[src/rtl/occ_pkg.sv]
// Package: constants and types for the output compare channel
//
// What this block does
// - Idle stop select set freezes compare matches, but not the mode 111 fault reaction, while the CPU idles.
// - Fault flag set by a PWM fault; a software write to the control register clears it unless a fault falls in that cycle and mode 111 is rewritten.
// - Fault flag only meaningful in mode 111; otherwise stays clear.
// - Time base select 1 picks the second timer, 0 the first.
// - Mode 111 gives PWM with the fault input monitored.
// - Mode 110 gives PWM with the fault input ignored.
// - Mode 101 starts low, then makes continuous pulses from matches.
// - Mode 100 starts low, then makes exactly one pulse.
// - Mode 011 toggles the pin on every compare match.
// - Mode 010 starts high and forces low on a match.
// - Mode 001 starts low and forces high on a match.
// - Mode 000 disables the channel: no drive, no match reaction.
// - Control bits 15-14 and 12-5 always read as zero.
// - Interrupt per mode: edge of pin, none in 110, fault fall in 111.
// - PWM pin starts 0 if primary value zero, else 1.
package occ_pkg;

  localparam logic [1:0] OCC_ADDR_CTRL = 2'h0;
  localparam logic [1:0] OCC_ADDR_PRI = 2'h1;
  localparam logic [1:0] OCC_ADDR_SEC = 2'h2;
  localparam logic [15:0] OCC_CTRL_RESET = 16'h0000;
  localparam logic [15:0] OCC_CMP_RESET = 16'h0000;
  localparam int OCC_BIT_IDLE = 13;
  localparam int OCC_BIT_FLT = 4;
  localparam int OCC_BIT_TSEL = 3;
  localparam logic [15:0] OCC_CTRL_WMASK = 16'h200f;

  typedef enum logic [2:0] {
    OCC_M_OFF = 3'h0,
    OCC_M_RISE = 3'h1,
    OCC_M_FALL = 3'h2,
    OCC_M_TOG = 3'h3,
    OCC_M_ONE = 3'h4,
    OCC_M_CONT = 3'h5,
    OCC_M_PWM = 3'h6,
    OCC_M_PWMF = 3'h7
  } occ_mode_t;

  typedef struct packed {
    logic tick;
    logic [15:0] count;
    logic [15:0] period;
  } occ_timer_t;

  typedef struct packed {
    logic idle_stop_select;
    logic timebase_select;
    occ_mode_t compare_mode_field;
  } occ_ctrl_t;

endpackage

[src/rtl/occ_sync.sv]
// Two-flop synchroniser for one pin input
`timescale 1ns/10ps
module occ_sync
  import occ_pkg::*;
(
  // Clock and reset
  input wire logic i_mclk,
  input wire logic i_srst,
  // Data
  input wire logic i_d,
  output logic o_q
);

  logic meta_r;
  logic meta_nxt;
  logic q_nxt;

  always_comb begin
    meta_nxt = i_d;
    q_nxt = meta_r;
  end

  always_ff @(posedge i_mclk) begin
    if (i_srst) begin
      // Idle level of the active-low fault pin, so no false edge
      meta_r <= 1'b1;
      o_q <= 1'b1;
    end else begin
      meta_r <= meta_nxt;
      o_q <= q_nxt;
    end
  end

endmodule

[src/rtl/occ_channel.sv]
// Output compare channel: registers, match logic, pin and event
`timescale 1ns/10ps
module occ_channel
  import occ_pkg::*;
(
  // Clock and reset
  input wire logic i_mclk,
  input wire logic i_srst,
  // Register port
  input wire logic [1:0] i_addr,
  input wire logic [15:0] i_wdata,
  input wire logic i_wr,
  input wire logic i_rd,
  output logic [15:0] o_rdata,
  // Time bases
  input wire occ_timer_t i_first_timer,
  input wire occ_timer_t i_second_timer,
  // System state and fault pin
  input wire logic i_cpu_idle,
  input wire logic i_fault_input_a_n,
  // Pin and event
  output logic o_compare_output_pin,
  output logic o_compare_output_pin_oe_n,
  output logic o_compare_event
);

  occ_ctrl_t ctrl_r, ctrl_nxt;
  logic flt_r, flt_nxt;
  logic [15:0] pri_r, pri_nxt;
  logic [15:0] sec_r, sec_nxt;
  logic [15:0] rdata_nxt;
  logic pin_nxt, oe_n_nxt, evt_nxt;
  logic armed_r, armed_nxt;
  logic flt_s, flt_prev_r;
  logic run, tick, pri_hit, sec_hit, per_hit, flt_fall;
  logic [15:0] count;
  logic [15:0] period;
  logic [15:0] ctrl_rd;

  occ_sync u_flt_sync (
    .i_mclk(i_mclk),
    .i_srst(i_srst),
    .i_d(i_fault_input_a_n),
    .o_q(flt_s)
  );

  // Time base select and match detection
  always_comb begin
    run = !(ctrl_r.idle_stop_select && i_cpu_idle);
    if (ctrl_r.timebase_select) begin
      tick = i_second_timer.tick;
      count = i_second_timer.count;
      period = i_second_timer.period;
    end else begin
      tick = i_first_timer.tick;
      count = i_first_timer.count;
      period = i_first_timer.period;
    end
    pri_hit = run && tick && (count == pri_r);
    sec_hit = run && tick && (count == sec_r);
    per_hit = run && tick && (count == period);
    flt_fall = flt_prev_r && !flt_s;
    ctrl_rd = 16'h0000;
    ctrl_rd[OCC_BIT_IDLE] = ctrl_r.idle_stop_select;
    ctrl_rd[OCC_BIT_FLT] = flt_r;
    ctrl_rd[OCC_BIT_TSEL] = ctrl_r.timebase_select;
    ctrl_rd[2:0] = ctrl_r.compare_mode_field;
  end

  // Register writes and read data
  always_comb begin
    ctrl_nxt = ctrl_r;
    pri_nxt = pri_r;
    sec_nxt = sec_r;
    rdata_nxt = 16'h0000;
    if (i_wr) begin
      case (i_addr)
        OCC_ADDR_CTRL: begin
          ctrl_nxt.idle_stop_select = i_wdata[OCC_BIT_IDLE];
          ctrl_nxt.timebase_select = i_wdata[OCC_BIT_TSEL];
          ctrl_nxt.compare_mode_field = occ_mode_t'(i_wdata[2:0]);
        end
        OCC_ADDR_PRI: pri_nxt = i_wdata;
        OCC_ADDR_SEC: sec_nxt = i_wdata;
        default: ;
      endcase
    end
    if (i_rd) begin
      case (i_addr)
        OCC_ADDR_CTRL: rdata_nxt = ctrl_rd;
        OCC_ADDR_PRI: rdata_nxt = pri_r;
        OCC_ADDR_SEC: rdata_nxt = sec_r;
        default: rdata_nxt = 16'h0000;
      endcase
    end
  end

  wire mode_wr = i_wr && (i_addr == OCC_ADDR_CTRL);
  wire occ_mode_t new_mode = occ_mode_t'(i_wdata[2:0]);

  // Pin, arming and fault state
  always_comb begin
    pin_nxt = o_compare_output_pin;
    oe_n_nxt = o_compare_output_pin_oe_n;
    armed_nxt = armed_r;
    flt_nxt = flt_r;
    if (mode_wr) begin
      armed_nxt = 1'b1;
      oe_n_nxt = (new_mode == OCC_M_OFF);
      // A fault in the write cycle survives a rewrite of mode 111
      flt_nxt = (ctrl_r.compare_mode_field == OCC_M_PWMF) && flt_fall
        && (new_mode == OCC_M_PWMF);
      case (new_mode)
        OCC_M_OFF: pin_nxt = 1'b0;
        OCC_M_RISE: pin_nxt = 1'b0;
        OCC_M_FALL: pin_nxt = 1'b1;
        OCC_M_TOG: pin_nxt = o_compare_output_pin;
        OCC_M_ONE: pin_nxt = 1'b0;
        OCC_M_CONT: pin_nxt = 1'b0;
        OCC_M_PWM: pin_nxt = (pri_nxt != 16'h0000);
        OCC_M_PWMF: pin_nxt = (pri_nxt != 16'h0000);
        default: pin_nxt = 1'b0;
      endcase
      if (flt_nxt) oe_n_nxt = 1'b1;
    end else begin
      case (ctrl_r.compare_mode_field)
        OCC_M_OFF: ;
        OCC_M_RISE: if (pri_hit && armed_r) begin
          pin_nxt = 1'b1;
          armed_nxt = 1'b0;
        end
        OCC_M_FALL: if (pri_hit && armed_r) begin
          pin_nxt = 1'b0;
          armed_nxt = 1'b0;
        end
        OCC_M_TOG: if (pri_hit) pin_nxt = !o_compare_output_pin;
        OCC_M_ONE, OCC_M_CONT: begin
          if (pri_hit && armed_r) pin_nxt = 1'b1;
          else if (sec_hit && o_compare_output_pin) begin
            pin_nxt = 1'b0;
            if (ctrl_r.compare_mode_field == OCC_M_ONE) armed_nxt = 1'b0;
          end
        end
        OCC_M_PWM, OCC_M_PWMF: begin
          if (ctrl_r.compare_mode_field == OCC_M_PWMF && flt_fall) begin
            flt_nxt = 1'b1;
            oe_n_nxt = 1'b1;
          end else if (!flt_r) begin
            if (per_hit) pin_nxt = (pri_r != 16'h0000);
            else if (pri_hit) pin_nxt = 1'b0;
          end
        end
        default: ;
      endcase
    end
  end

  // Interrupt event per mode
  always_comb begin
    evt_nxt = 1'b0;
    case (ctrl_r.compare_mode_field)
      OCC_M_RISE: evt_nxt = pin_nxt && !o_compare_output_pin;
      OCC_M_FALL, OCC_M_ONE, OCC_M_CONT:
        evt_nxt = !pin_nxt && o_compare_output_pin;
      OCC_M_TOG: evt_nxt = pin_nxt != o_compare_output_pin;
      OCC_M_PWMF: evt_nxt = flt_fall;
      default: evt_nxt = 1'b0;
    endcase
    if (mode_wr) evt_nxt = 1'b0;
  end

  // State registers
  always_ff @(posedge i_mclk) begin
    if (i_srst) begin
      ctrl_r.idle_stop_select <= OCC_CTRL_RESET[OCC_BIT_IDLE];
      ctrl_r.timebase_select <= OCC_CTRL_RESET[OCC_BIT_TSEL];
      ctrl_r.compare_mode_field <= occ_mode_t'(OCC_CTRL_RESET[2:0]);
      flt_r <= OCC_CTRL_RESET[OCC_BIT_FLT];
      pri_r <= OCC_CMP_RESET;
      sec_r <= OCC_CMP_RESET;
      o_rdata <= 16'h0000;
      o_compare_output_pin <= 1'b0;
      o_compare_output_pin_oe_n <= 1'b1;
      o_compare_event <= 1'b0;
      armed_r <= 1'b0;
      flt_prev_r <= 1'b1;
    end else begin
      ctrl_r <= ctrl_nxt;
      flt_r <= flt_nxt;
      pri_r <= pri_nxt;
      sec_r <= sec_nxt;
      o_rdata <= rdata_nxt;
      o_compare_output_pin <= pin_nxt;
      o_compare_output_pin_oe_n <= oe_n_nxt;
      o_compare_event <= evt_nxt;
      armed_r <= armed_nxt;
      flt_prev_r <= flt_s;
    end
  end
endmodule

[config.mk]
export PLATFORM = sky130hd
export DESIGN_NAME = occ_channel
export DESIGN_NICKNAME = d
export VERILOG_FILES = /design/src/rtl/occ_pkg.sv /design/src/rtl/occ_sync.sv /design/src/rtl/occ_channel.sv
export SDC_FILE = /design/constraint.sdc
export NUM_CORES = 1
export LEC_CHECK = 0
export ABC_AREA = 1
export BUFFER_PORTS_ARGS = -buffer_cell sky130_fd_sc_hd__buf_4
export CAP_MARGIN = 5
export CORE_UTILIZATION = 55
export CTS_BUF_LIST = sky130_fd_sc_hd__clkbuf_2 sky130_fd_sc_hd__clkbuf_4 sky130_fd_sc_hd__clkbuf_8
export DETAILED_ROUTE_END_ITERATION = 12
export PLACE_DENSITY = 0.85
export SLEW_MARGIN = 20
export SYNTH_ARGS = -nofsm -noshare
export SYNTH_HDL_FRONTEND = slang
export SYNTH_SLANG_ARGS = --single-unit
[constraint.sdc]
create_clock -name i_mclk -period 3.9 [get_ports i_mclk]
set_input_delay 0.78 -clock i_mclk [delete_from_list [all_inputs] [get_ports i_mclk]]
set_output_delay 0.78 -clock i_mclk [all_outputs]
set_load 0.02 [all_outputs]
* Yosys cells after proc, flatten, opt, wreduce, memory -nomap -nowiden *
Cells that the tools add are included.

storage, ports and cells
  bits in registers = 61
  input bits = 90
  output and inout port bits = 19
  word-level logic and storage cells = 105

cells by class
  eq/ne operators = 24
  mux-type cells = 30
  bitwise operators = 1
  reduce and logical (&&, ||, !) cells = 36

operators by type and width
  operator                                                          number
  16-bit 2-to-1 mux                                                 4
  16-bit == test                                                    3
  16-bit case mux with 3 select lines                               1
  16-bit nonzero test                                               2
  3-bit == test (second input constant)                             8
  1-bit 2-to-1 mux                                                  21
  1-bit logical AND                                                 13
  3-bit by 2-bit == test with 1-bit output (second input constant)  4
  2-bit OR reduction                                                6
  3-bit != test (second input constant)                             3
  1-bit case mux with 4 select lines                                2
  3-bit by 1-bit == test with 1-bit output (second input constant)  2
  2-bit AND reduction                                               3
  1-bit case mux with 5 select lines                                1
  5-bit AND reduction                                               1
  1-bit zero test                                                   4
  2-bit nonzero test                                                2
  4-bit OR reduction                                                1
  3-bit zero test                                                   1
  3-bit by 1-bit != test with 1-bit output (second input constant)  1
  3-bit nonzero test                                                1
  3-bit OR reduction                                                1
  2-bit by 1-bit == test with 1-bit output (second input constant)  1
  2-bit == test (second input constant)                             1
  other kinds (4)                                                   4

* Depth between registers and ports, before layout *
Gate-level depths: netlist of run 1.

  depth in word-level cells = 13
  gate-level depth with buffers = 27
  depth with buffers taken out = 24

* Hierarchy *
A second synthesis of run 1 with hierarchy kept.

second synthesis, totals
  cells, all modules = 718
  area total of the unflattened synthesis = 4,092.7 µm²

by module, submodules not included
  module       times used  cells an instance  area each (µm²)
  occ_channel  1           711                4,033.9
  occ_sync     1           7                  58.8

* Worst setup path after synthesis of run 1 *
No wires, ideal clock.

  path type = input-to-reg
  from = input i_second_timer[18] (netlist name)
  to = register o_compare_event
  arrival = 2.914 ns
  required time = 3.834 ns
  path slack = 0.919 ns
  cell stages on the path = 19
  buffers on the path = 0
  path through = nand2_1 > nand2_1 > xor2_1 > nand2_1 > nor2_1 > inv_1 > nor2_1 > nand2_1 > ha_1 > or3_1 > nand2_1 > nor2_1 > nand2_1 > a21boi_1 > inv_1 > ha_1 > nor3_1 > a211oi_1 > a21oi_2

on the way
  longest elaborated chain between the ends = 12
  elaborated cells on any way between the ends = 25

RTL lines
  element                               line                RTL
  start: declaration                    occ_channel.sv:17   input wire occ_timer_t i_second_timer,
  16-bit 2-to-1 mux *                   occ_channel.sv:50   if (ctrl_r.timebase_select) begin
  16-bit == test                        occ_channel.sv:59   pri_hit = run && tick && (count == pri_r);
  1-bit logical AND                     occ_channel.sv:59
  1-bit 2-to-1 mux                      occ_channel.sv:150  else if (pri_hit) pin_nxt = 1'b0;
  1-bit 2-to-1 mux                      occ_channel.sv:149  if (per_hit) pin_nxt = (pri_r != 16'h0000);
  1-bit 2-to-1 mux                      occ_channel.sv:148  end else if (!flt_r) begin
  1-bit 2-to-1 mux                      occ_channel.sv:145  if (ctrl_r.compare_mode_field == OCC_M_PWMF && flt_fall) begin
  1-bit case mux with 5 select lines *  occ_channel.sv:126  case (ctrl_r.compare_mode_field)
  1-bit 2-to-1 mux *                    occ_channel.sv:107  if (mode_wr) begin
  1-bit zero test                       occ_channel.sv:164  evt_nxt = !pin_nxt && o_compare_output_pin;
  1-bit logical AND                     occ_channel.sv:164
  1-bit case mux with 4 select lines *  occ_channel.sv:161  case (ctrl_r.compare_mode_field)
  end signal: assignment                occ_channel.sv:195  o_compare_event <= evt_nxt;
  end: declaration                      occ_channel.sv:24   output logic o_compare_event

Every way passes the cells marked *; elsewhere a longest branch is shown, timed or not.
A chain may end at the register's enable or synchronous reset.

* Final worst setup path of run 1 *
  from = register ctrl_r[3] (netlist name)
  to = register o_compare_event

on the way
  longest elaborated chain between the ends = 12
  elaborated cells on any way between the ends = 28

RTL lines
  element                                                       line                                                     RTL
  start: declaration                                            occ_channel.sv:27                                        occ_ctrl_t ctrl_r, ctrl_nxt;
  start signal: assignment                                      occ_channel.sv:188                                       ctrl_r <= ctrl_nxt;
  16-bit 2-to-1 mux / 1-bit 2-to-1 mux (equally long branches)  occ_channel.sv:50
  16-bit == test / 1-bit logical AND (equally long branches)    occ_channel.sv:59, occ_channel.sv:60, occ_channel.sv:61
  1-bit logical AND                                             occ_channel.sv:59
  1-bit 2-to-1 mux                                              occ_channel.sv:150
  1-bit 2-to-1 mux                                              occ_channel.sv:149
  1-bit 2-to-1 mux                                              occ_channel.sv:148
  1-bit 2-to-1 mux                                              occ_channel.sv:145
  1-bit case mux with 5 select lines *                          occ_channel.sv:126
  1-bit 2-to-1 mux *                                            occ_channel.sv:107
  1-bit zero test                                               occ_channel.sv:164
  1-bit logical AND                                             occ_channel.sv:164
  1-bit case mux with 4 select lines *                          occ_channel.sv:161

Marks and branches as above.

==> results.ini, run 1 <==
[status]
status=finished, final reports clean

[clock_network]
worstSkewPairLatency_ns=0.34
cts_tree=done
htree_num_levels=3
cts_inserted_buffers=9
cts_resized=0
clock_sink_count=61
clkTransAtPathRegs_ns=0.07
cts_root_buffer=clkbuf_8
clockBufferDepth=2
post_cts_buffers=0
postCtsHoldBufs=0

[grt]
first_global_vias=4836
grt_max_degree=60
grt_usage=0.359
grt_pass1_wl_mm=23.1
grt-ovfl-total=0
antenna_found_initial=0

[synth]
ys_seq_area_frac=0.286
syn_avg_cell_area_sq_um=5.56
syn_inst=768
ys.flop_type=dfxtp_1
ys_ff_latch=61
ys_async_sr_fraction=0
synth_area_sq_um=4270
ys_types=32
synth-edff-count=0
synth_fp_nets=860
synth_warnings=0

[critical_path]
critPathTopFamily=simple AND/OR/NAND/NOR gates
slowest_stage=dfxtp_2
crit_top_cell=nand2_1
max_stage_delay_ns=0.34
critPathMaxFanout=17
critPathLaunchType=flop
cp_cell_sequence=inv_2, buf_4, nand2_1, nand2_1, xor2_1, nand2_1, nor2_1, inv_1, nor2_1, nand2_1, ha_1, or3_1, nand2_1, nor2_1, nand2_1, a21boi_1, inv_1, ha_1, nor3_1, a211oi_1, a21oi_2
cp_num_buf_inv=4
worst_setup_path_end_kind=flop
critPathKind=flop to flop
required_ns=4.18
critPathArrivalTime_ns=3.75

[pwr]
leakagePower_nw=2.91
peakVddDrop_mv=0.338
power.density_nw_per_um2=321

[final_layout]
register_area_sq_um=1220
stdcell_area_sq_um=5340
fin_nets=959
multi_input_area_sq_um=2470
drive_gt1_frac=0.163
antenna_cells=0
syn2layout_area_growth_pct=25.0
nFillCells=646

[floorplanning]
rows=31
core_area_sq_um=7370
dieArea_sq_um=8120
start_util=0.579
dieHeight_um=90.1
die_w_um=90.1
io_pins=109

[drt]
drtAntennaViolNets=0
route.detailed.drc=0
wl_per_cell_um=14.8
drtIter0Drc=358
vias=5160
wirelength_mm=14.4
vias_per_cell=5.31
drt_pre_antenna_iters=6

[sta]
finalMaxSlewViolations=0
worst_pin_slew_ns=0.757
period_minus_slack_ns=3.46
rsz0062_at_grt=no
setup_viol=0
max_freq_mhz=289
hold_violations=0
fin_crit_sh=0.888
clock_skew_ns=0.00746
max-slew-margin-rel=0.494
tns_ns=0

[place]
placed_cell_area_sq_um=5120
placement.io_buffers=108
place_congestion=0.959
dp_hpwl_mm=11.4

[job]
cap_violations=0

[worst_hold_path]
hold_path.class=flop to flop

## stage by stage
step	util	setup WS [ns]	hold WS (ns)	instances	power (mW)
global placement	0.695	0.378	0.394	955	1.09
CTS	0.724	0.455	0.426	971	1.71
floorplan	-	0.919	0.389	768	0.938
detailed placement	0.695	0.199	0.408	955	1.10
finish	0.724	0.435	0.420	971	1.72
global route	0.724	0.179	0.452	971	1.80
## cells in the mapped netlist (3+ instances only)
cell type	count	area share
inv_1	109	0.096
nor2_1	67	0.059
o21a_1	3	0.0053
nor4_1	4	0.0059
dfxtp_1	61	0.29
o22ai_1	7	0.010
nor3_1	12	0.014
buf_2	9	0.011
xor2_1	7	0.014
nand3_1	39	0.046
a21oi_1	34	0.040
nand4_1	9	0.013
buf_6	5	0.013
o21ai_0	47	0.055
clkbuf_1	14	0.012
nand2_1	318	0.28
## layout by cell type, fill, tap and decap left out, types with 2 or more instances in the layout
| cell | instances |
|---|---|
| a211oi_1 | 2 |
| a21oi_1 | 34 |
| a31oi_1 | 2 |
| buf_4 | 116 |
| bufinv_16 | 2 |
| clkbuf_4 | 2 |
| clkbuf_8 | 9 |
| clkinv_2 | 3 |
| dfxtp_1 | 60 |
| ha_1 | 2 |
| inv_1 | 109 |
| inv_2 | 2 |
| nand2_1 | 318 |
| nand3_1 | 39 |
| nand4_1 | 9 |
| nor2_1 | 67 |
| nor2_2 | 2 |
| nor3_1 | 12 |
| nor4_1 | 4 |
| o211ai_1 | 2 |
| o21a_1 | 3 |
| o21ai_0 | 47 |
| o22ai_1 | 7 |
| or2_2 | 2 |
| xor2_1 | 7 |
## power by group
part	internal [mW]	switching [mW]	total, mW
sequential	0.648	0.0228	0.670
combinational	0.167	0.263	0.430
clock	0.371	0.244	0.615
## metal layers
metal	track usage	part of all wire
met1	0.461	0.42
met2	0.583	0.44
met3	0.0482	0.095
met4	0.192	0.037
met5	0	0
## final timing paths
kind	cells past startpoint	slack, ns	end	from
min	2	0.42	flt_prev_r$_SDFF_PP1_	u_flt_sync.o_q$_SDFF_PP1_
min reg2reg	2	0.42	flt_prev_r$_SDFF_PP1_	u_flt_sync.o_q$_SDFF_PP1_
max reg2reg	21	0.44	o_compare_event$_SDFF_PP0_	ctrl_r[3]$_SDFFE_PP0P_
max	21	0.44	o_compare_event$_SDFF_PP0_	ctrl_r[3]$_SDFFE_PP0P_
## final cells by class
cell class,count,share of cell area
Tap cell,99,0.0232
Sequential cell,61,0.229
Clock buffer,11,0.0260
Multi-Input combinational cell,567,0.463
Clock inverter,5,0.0141
Timing Repair Buffer,117,0.167
Inverter,111,0.0781
## state kept, by name, indices dropped and copies added (netlist names)
name                       count
sec_r                         16
flt_prev_r                     1
u_flt_sync.o_q                 1
pri_r                         16
armed_r                        1
o_compare_output_pin_oe_n      1
o_compare_output_pin           1
ctrl_r                         5
flt_r                          1
o_rdata                       16
u_flt_sync.meta_r              1
o_compare_event                1
## worst min-delay path, stage by stage, from the launching register on
cell	delay, ns
dfxtp_1	0.31
inv_1	0.04
nand2_1	0.04
## kinds of logic (layout without fill, tap and decap cells)
family	Yosys count	after routing	synth area share
AO/OA/AOI/OAI	101	101	0.128
adder cells (fa/ha/maj)	2	2	0.00586
AND/OR/NAND/NOR	456	456	0.428
XOR/XNOR	8	8	0.0164
buffers and inverters	140	244	0.135
flip-flops	61	61	0.286
No activity file was read; power rests on OpenSTA's default activity.
==> run 2, diff against run 1 <==
--- a/config.mk
+++ b/config.mk
@@ -8,6 +8,7 @@
 export ABC_AREA = 1
 export BUFFER_PORTS_ARGS = -buffer_cell sky130_fd_sc_hd__buf_4
 export CAP_MARGIN = 5
+export CORE_MARGIN = 2
 export CORE_UTILIZATION = 55
 export CTS_BUF_LIST = sky130_fd_sc_hd__clkbuf_2 sky130_fd_sc_hd__clkbuf_4 sky130_fd_sc_hd__clkbuf_8
 export DETAILED_ROUTE_END_ITERATION = 12
==> run 2 against run 1 <==
Net effect: sequential power barely moved; clock skew up 0.0016 ns; count of clock-buffer cells in the layout unchanged; routed wire length up 1.5%; cell count grew 0.10%; clock power increased by 2%; fmax increased by 0.80%; critical path type unchanged; worst setup slack improved by 0.027 ns.
==> results.ini, run 2 (synthesized netlist as in run 1, its figures left out) <==
[critical_path]
r2r-end=o_compare_event$_SDFF_PP0_
critPathKind=flop to flop
required_ns=4.13
critPathLaunchType=flop
rr_worst_depth=21
worst_setup_path_end_kind=flop
critPathMaxFanout=32
r2r_start=ctrl_r[3]$_SDFFE_PP0P_
crit_top_cell=nand2_1
critPathArrivalTime_ns=3.67
max_stage_delay_ns=0.35
r2r_slack_ns=0.46
slowest_stage=buf_4
cp_cell_sequence=inv_2, buf_4, nand2_1, nand2_1, xor2_1, nand2_1, nor2_1, inv_1, nor2_1, nand2_1, ha_1, or3_1, nand2_1, nor2_1, nand2_1, a21boi_1, inv_1, ha_1, nor3_1, a211oi_1, a21oi_2

[drt]
wirelength_mm=14.6
vias=5191
route.detailed.drc=0
drtAntennaViolNets=0
drt_pre_antenna_iters=6
wl_per_cell_um=15.0
drtIter0Drc=466
vias_per_cell=5.34

[place]
placed_cell_area_sq_um=5110
placement.io_buffers=108
place_congestion=1.00
dp_hpwl_mm=11.5

[clock_network]
clock_sink_count=61
clkTransAtPathRegs_ns=0.07
postCtsHoldBufs=0
post_cts_buffers=0
cts_root_buffer=clkbuf_8
cts_resized=0
clockBufferDepth=2
htree_num_levels=3
cts_tree=done
cts_inserted_buffers=9
worstSkewPairLatency_ns=0.34

[pwr]
p_int_mw=1.19
clkPwrFrac=0.362
leakagePower_nw=2.90
pwr-share-comb=0.250
power.density_nw_per_um2=324
p_sw_mw=0.538
p_seq_frac=0.388
switching_share=0.311
power.total_mw=1.73
peakVddDrop_mv=0.320

[worst_hold_path]
holdPathStages=1
min_to=u_flt_sync.o_q$_SDFF_PP1_
hold_path.class=flop to flop
min_from=u_flt_sync.meta_r$_SDFF_PP1_

[sta]
finalMaxSlewViolations=0
tns_ns=0
whs_ns=0.412
max-slew-margin-rel=0.410
setup_viol=0
fin_crit_sh=0.881
period_minus_slack_ns=3.44
hold_violations=0
clock_skew_ns=0.00907
worst_pin_slew_ns=0.883
rsz0062_at_grt=no
max_freq_mhz=291

[grt]
grt_usage=0.343
first_global_vias=4821
grt_max_degree=60
grt-ovfl-total=0
grt_pass1_wl_mm=23.1
antenna_found_initial=0

[floorplanning]
die_w_um=92.1
core_area_sq_um=7610
io_pins=109
start_util=0.561
rows=32
dieArea_sq_um=8480
dieHeight_um=92.1

[final_layout]
largestRegisters=o_rdata x16, pri_r x16, sec_r x16
final_cell_mix=318 x nand2_1, 114 x buf_4, 109 x inv_1
fin_util=0.701
drive_gt1_frac=0.161
final_common_cell=nand2_1
syn2layout_area_growth_pct=25.0
antenna_cells=0
fin_nets=957
stdcell_area_sq_um=5340

[job]
cap_violations=0

[status]
status=finished, final reports clean

run 2: metal layers:
layer  share of wire  wire (um)  vias up  GRT usage
li1                -          -     2576          -
met1            0.41       6050     2310      0.446
met2            0.48       6960      287      0.593
met3           0.091       1340       18     0.0427
met4           0.018        268        0      0.104
met5               0          0        -          0
run 2: power groups by stage:
stage | registers [mW] | clock network, mW | logic [mW]
after global placement | 0.682 | 0 | 0.413
after detailed placement | 0.683 | 0 | 0.420
after global routing | 0.672 | 0.658 | 0.479
after floorplan | 0.678 | 0 | 0.260
final | 0.670 | 0.626 | 0.431
after CTS | 0.668 | 0.638 | 0.423
run 2: final cells by class:
type	instances	area, sq um
multi-input combinational	567	2470
fill	737	2270
sequential	61	1220
timing repair buffer	115	876
inverter	111	417
clock buffer	11	139
tap	102	128
clock inverter	5	83.8
run 2: metrics by stage:
step	std cells	setup WS (ns)
3_3_place_gp	956	0.465
2_1_floorplan	768	0.919
5_1_grt	972	0.122
6_report	972	0.462
3_5_place_dp	956	0.334
4_1_cts	972	0.469
run 2: how the worst max path moves through the flow:
stage                           startpoint                          to  cells past startpoint
global placement                 i_addr[0]  o_compare_event$_SDFF_PP0_                     18
floorplan               i_second_timer[18]  o_compare_event$_SDFF_PP0_                     19
CTS                 ctrl_r[3]$_SDFFE_PP0P_  o_compare_event$_SDFF_PP0_                     21
detailed placement               i_addr[0]  o_compare_event$_SDFF_PP0_                     18
finish              ctrl_r[3]$_SDFFE_PP0P_  o_compare_event$_SDFF_PP0_                     21
global route        ctrl_r[3]$_SDFFE_PP0P_  o_compare_event$_SDFF_PP0_                     21
run 2: critical path: cells and delay by family, from the launching register on:
kind	cells	cell delay (ns)
buf+inv	4	0.66
simple gates	11	1.07
compound gates	3	0.54
flops	1	0.34
xor+xnor	1	0.17
fa+ha+maj	2	0.54
==> run 3, diff against run 2 <==
==> constraint.sdc (replaced) <==
create_clock -name i_mclk -period 3.9 [get_ports i_mclk]
set_input_delay 0.39 -clock i_mclk [delete_from_list [all_inputs] [get_ports i_mclk]]
set_output_delay 0.39 -clock i_mclk [all_outputs]
set_load 0.02 [all_outputs]
==> run 3 against run 2 <==
Net effect: routed wire length up 0.78%; first-iteration DRC count up 11%; fmax increased by 4.4%; die area is the same; cell area is 0.28% higher; count of clock-buffer cells in the layout is 1 higher; non-clock buffer count shrank 3; sequential share of layout area is 0.064 points lower; global-route usage rose by 0.73 points.
==> results.ini, run 3 (synthesized netlist as in run 1, its figures left out) <==
[final_layout]
final_common_cell=nand2_1
nFillCells=712
drive_gt1_frac=0.158
antenna_cells=0
fin_util=0.703
largestRegisters=o_rdata x16, pri_r x16, sec_r x16
syn2layout_area_growth_pct=25.3
fin_nets=954
final_cell_mix=318 x nand2_1, 110 x buf_4, 109 x inv_1
stdcell_area_sq_um=5350

[drt]
route.detailed.drc=0
vias=5224
vias_per_cell=5.39
drt_pre_antenna_iters=5
drtIter0Drc=519
wl_per_cell_um=15.2
wirelength_mm=14.7
drtAntennaViolNets=0

[place]
placed_cell_area_sq_um=5100
place_congestion=1.04
dp_hpwl_mm=11.5
placement.io_buffers=108

[floorplanning]
dieHeight_um=92.1
start_util=0.561
dieArea_sq_um=8480
rows=32
io_pins=109
die_w_um=92.1
core_area_sq_um=7610

[sta]
max-slew-margin-rel=0.542
hold_violations=0
clock_skew_ns=0.00683
max_freq_mhz=304
rsz0062_at_grt=no
tns_ns=0
period_minus_slack_ns=3.29
worst_pin_slew_ns=0.686
setup_viol=0
whs_ns=0.235
fin_crit_sh=0.844
finalMaxSlewViolations=0

[clock_network]
worstSkewPairLatency_ns=0.33
cts_inserted_buffers=9
cts_root_buffer=clkbuf_8
postCtsHoldBufs=0
htree_num_levels=3
clockBufferDepth=2
post_cts_buffers=0
clkTransAtPathRegs_ns=0.07
cts_resized=0
clock_sink_count=61
cts_tree=done

[pwr]
leakagePower_nw=2.91
power.density_nw_per_um2=336
power.total_mw=1.80
peakVddDrop_mv=0.335

[grt]
use_met1=0.466
grt_most_used_layer=met2
grt_usage=0.350
grt-ovfl-total=0
antenna_found_initial=0
first_global_vias=4773
use_met3=0.0501
grtUsageMet2=0.563
grt_max_degree=60
grt_pass1_wl_mm=23.3

[critical_path]
r2r_slack_ns=0.61
critPathMaxFanout=43
max_stage_delay_ns=0.34
r2r-end=o_compare_event$_SDFF_PP0_
rr_worst_depth=21
cp_cell_sequence=inv_2, buf_12, nand2_1, nand2_1, xor2_1, nand2_1, nor2_1, inv_1, nor2_1, nand2_1, ha_1, or3_1, nand2_1, nor2_1, nand2_1, a21boi_1, inv_1, ha_1, nor3_1, a211oi_1, a21oi_2
critPathKind=flop to flop
critPathTopFamily=simple AND/OR/NAND/NOR gates
r2r_start=ctrl_r[3]$_SDFFE_PP0P_
slowest_stage=dfxtp_2
critPathArrivalTime_ns=3.51
worst_setup_path_end_kind=flop
required_ns=4.12
cp_num_buf_inv=4
crit_top_cell=nand2_1
critPathLaunchType=flop

[status]
status=finished, final reports clean

[worst_hold_path]
holdPathStages=2
min_from=i_fault_input_a_n
min_to=u_flt_sync.meta_r$_SDFF_PP1_
hold_path.class=primary input to flop

[job]
cap_violations=0

[run 3: per-layer routing]
layer	up-vias	routed length, um	share of wire
li1	2585	-	-
met5	-	0	0
met1	2261	5970	0.41
met4	0	614	0.042
met2	329	6660	0.45
met3	49	1490	0.10
[run 3: area by class of cell]
class,instances,area [sq um],area share
Multi-Input combinational cell,567,2470,0.462
Sequential cell,61,1220,0.228
Timing Repair Buffer,112,866,0.162
Inverter,111,417,0.0779
Clock buffer,12,153,0.0285
Tap cell,102,128,0.0239
Clock inverter,4,95.1,0.0178
[run 3: worst max path at each step]
stage	start	end	slack, ns	depth (start not counted)
after CTS	ctrl_r[3]$_SDFFE_PP0P_	o_compare_event$_SDFF_PP0_	0.68	21
after detailed placement	i_addr[0]	o_compare_event$_SDFF_PP0_	0.45	16
after global placement	i_addr[0]	o_compare_event$_SDFF_PP0_	0.62	16
final	ctrl_r[3]$_SDFFE_PP0P_	o_compare_event$_SDFF_PP0_	0.61	21
after global routing	i_addr[0]	o_compare_event$_SDFF_PP0_	0.34	16
after floorplan	ctrl_r[3]$_SDFFE_PP0P_	o_compare_event$_SDFF_PP0_	1.10	22
[run 3: through the flow]
stage          worst slack (ns)  cells
5_1_grt                   0.337    969
3_3_place_gp              0.618    953
4_1_cts                   0.684    969
6_report                  0.608    969
2_1_floorplan              1.10    768
3_5_place_dp              0.455    953
[run 3: power breakdown]
part           total, mW  leakage [nW]  switching, mW  internal [mW]
clock              0.697         0.127          0.241          0.455
combinational      0.431          2.28          0.265          0.166
sequential         0.671         0.498         0.0238          0.648
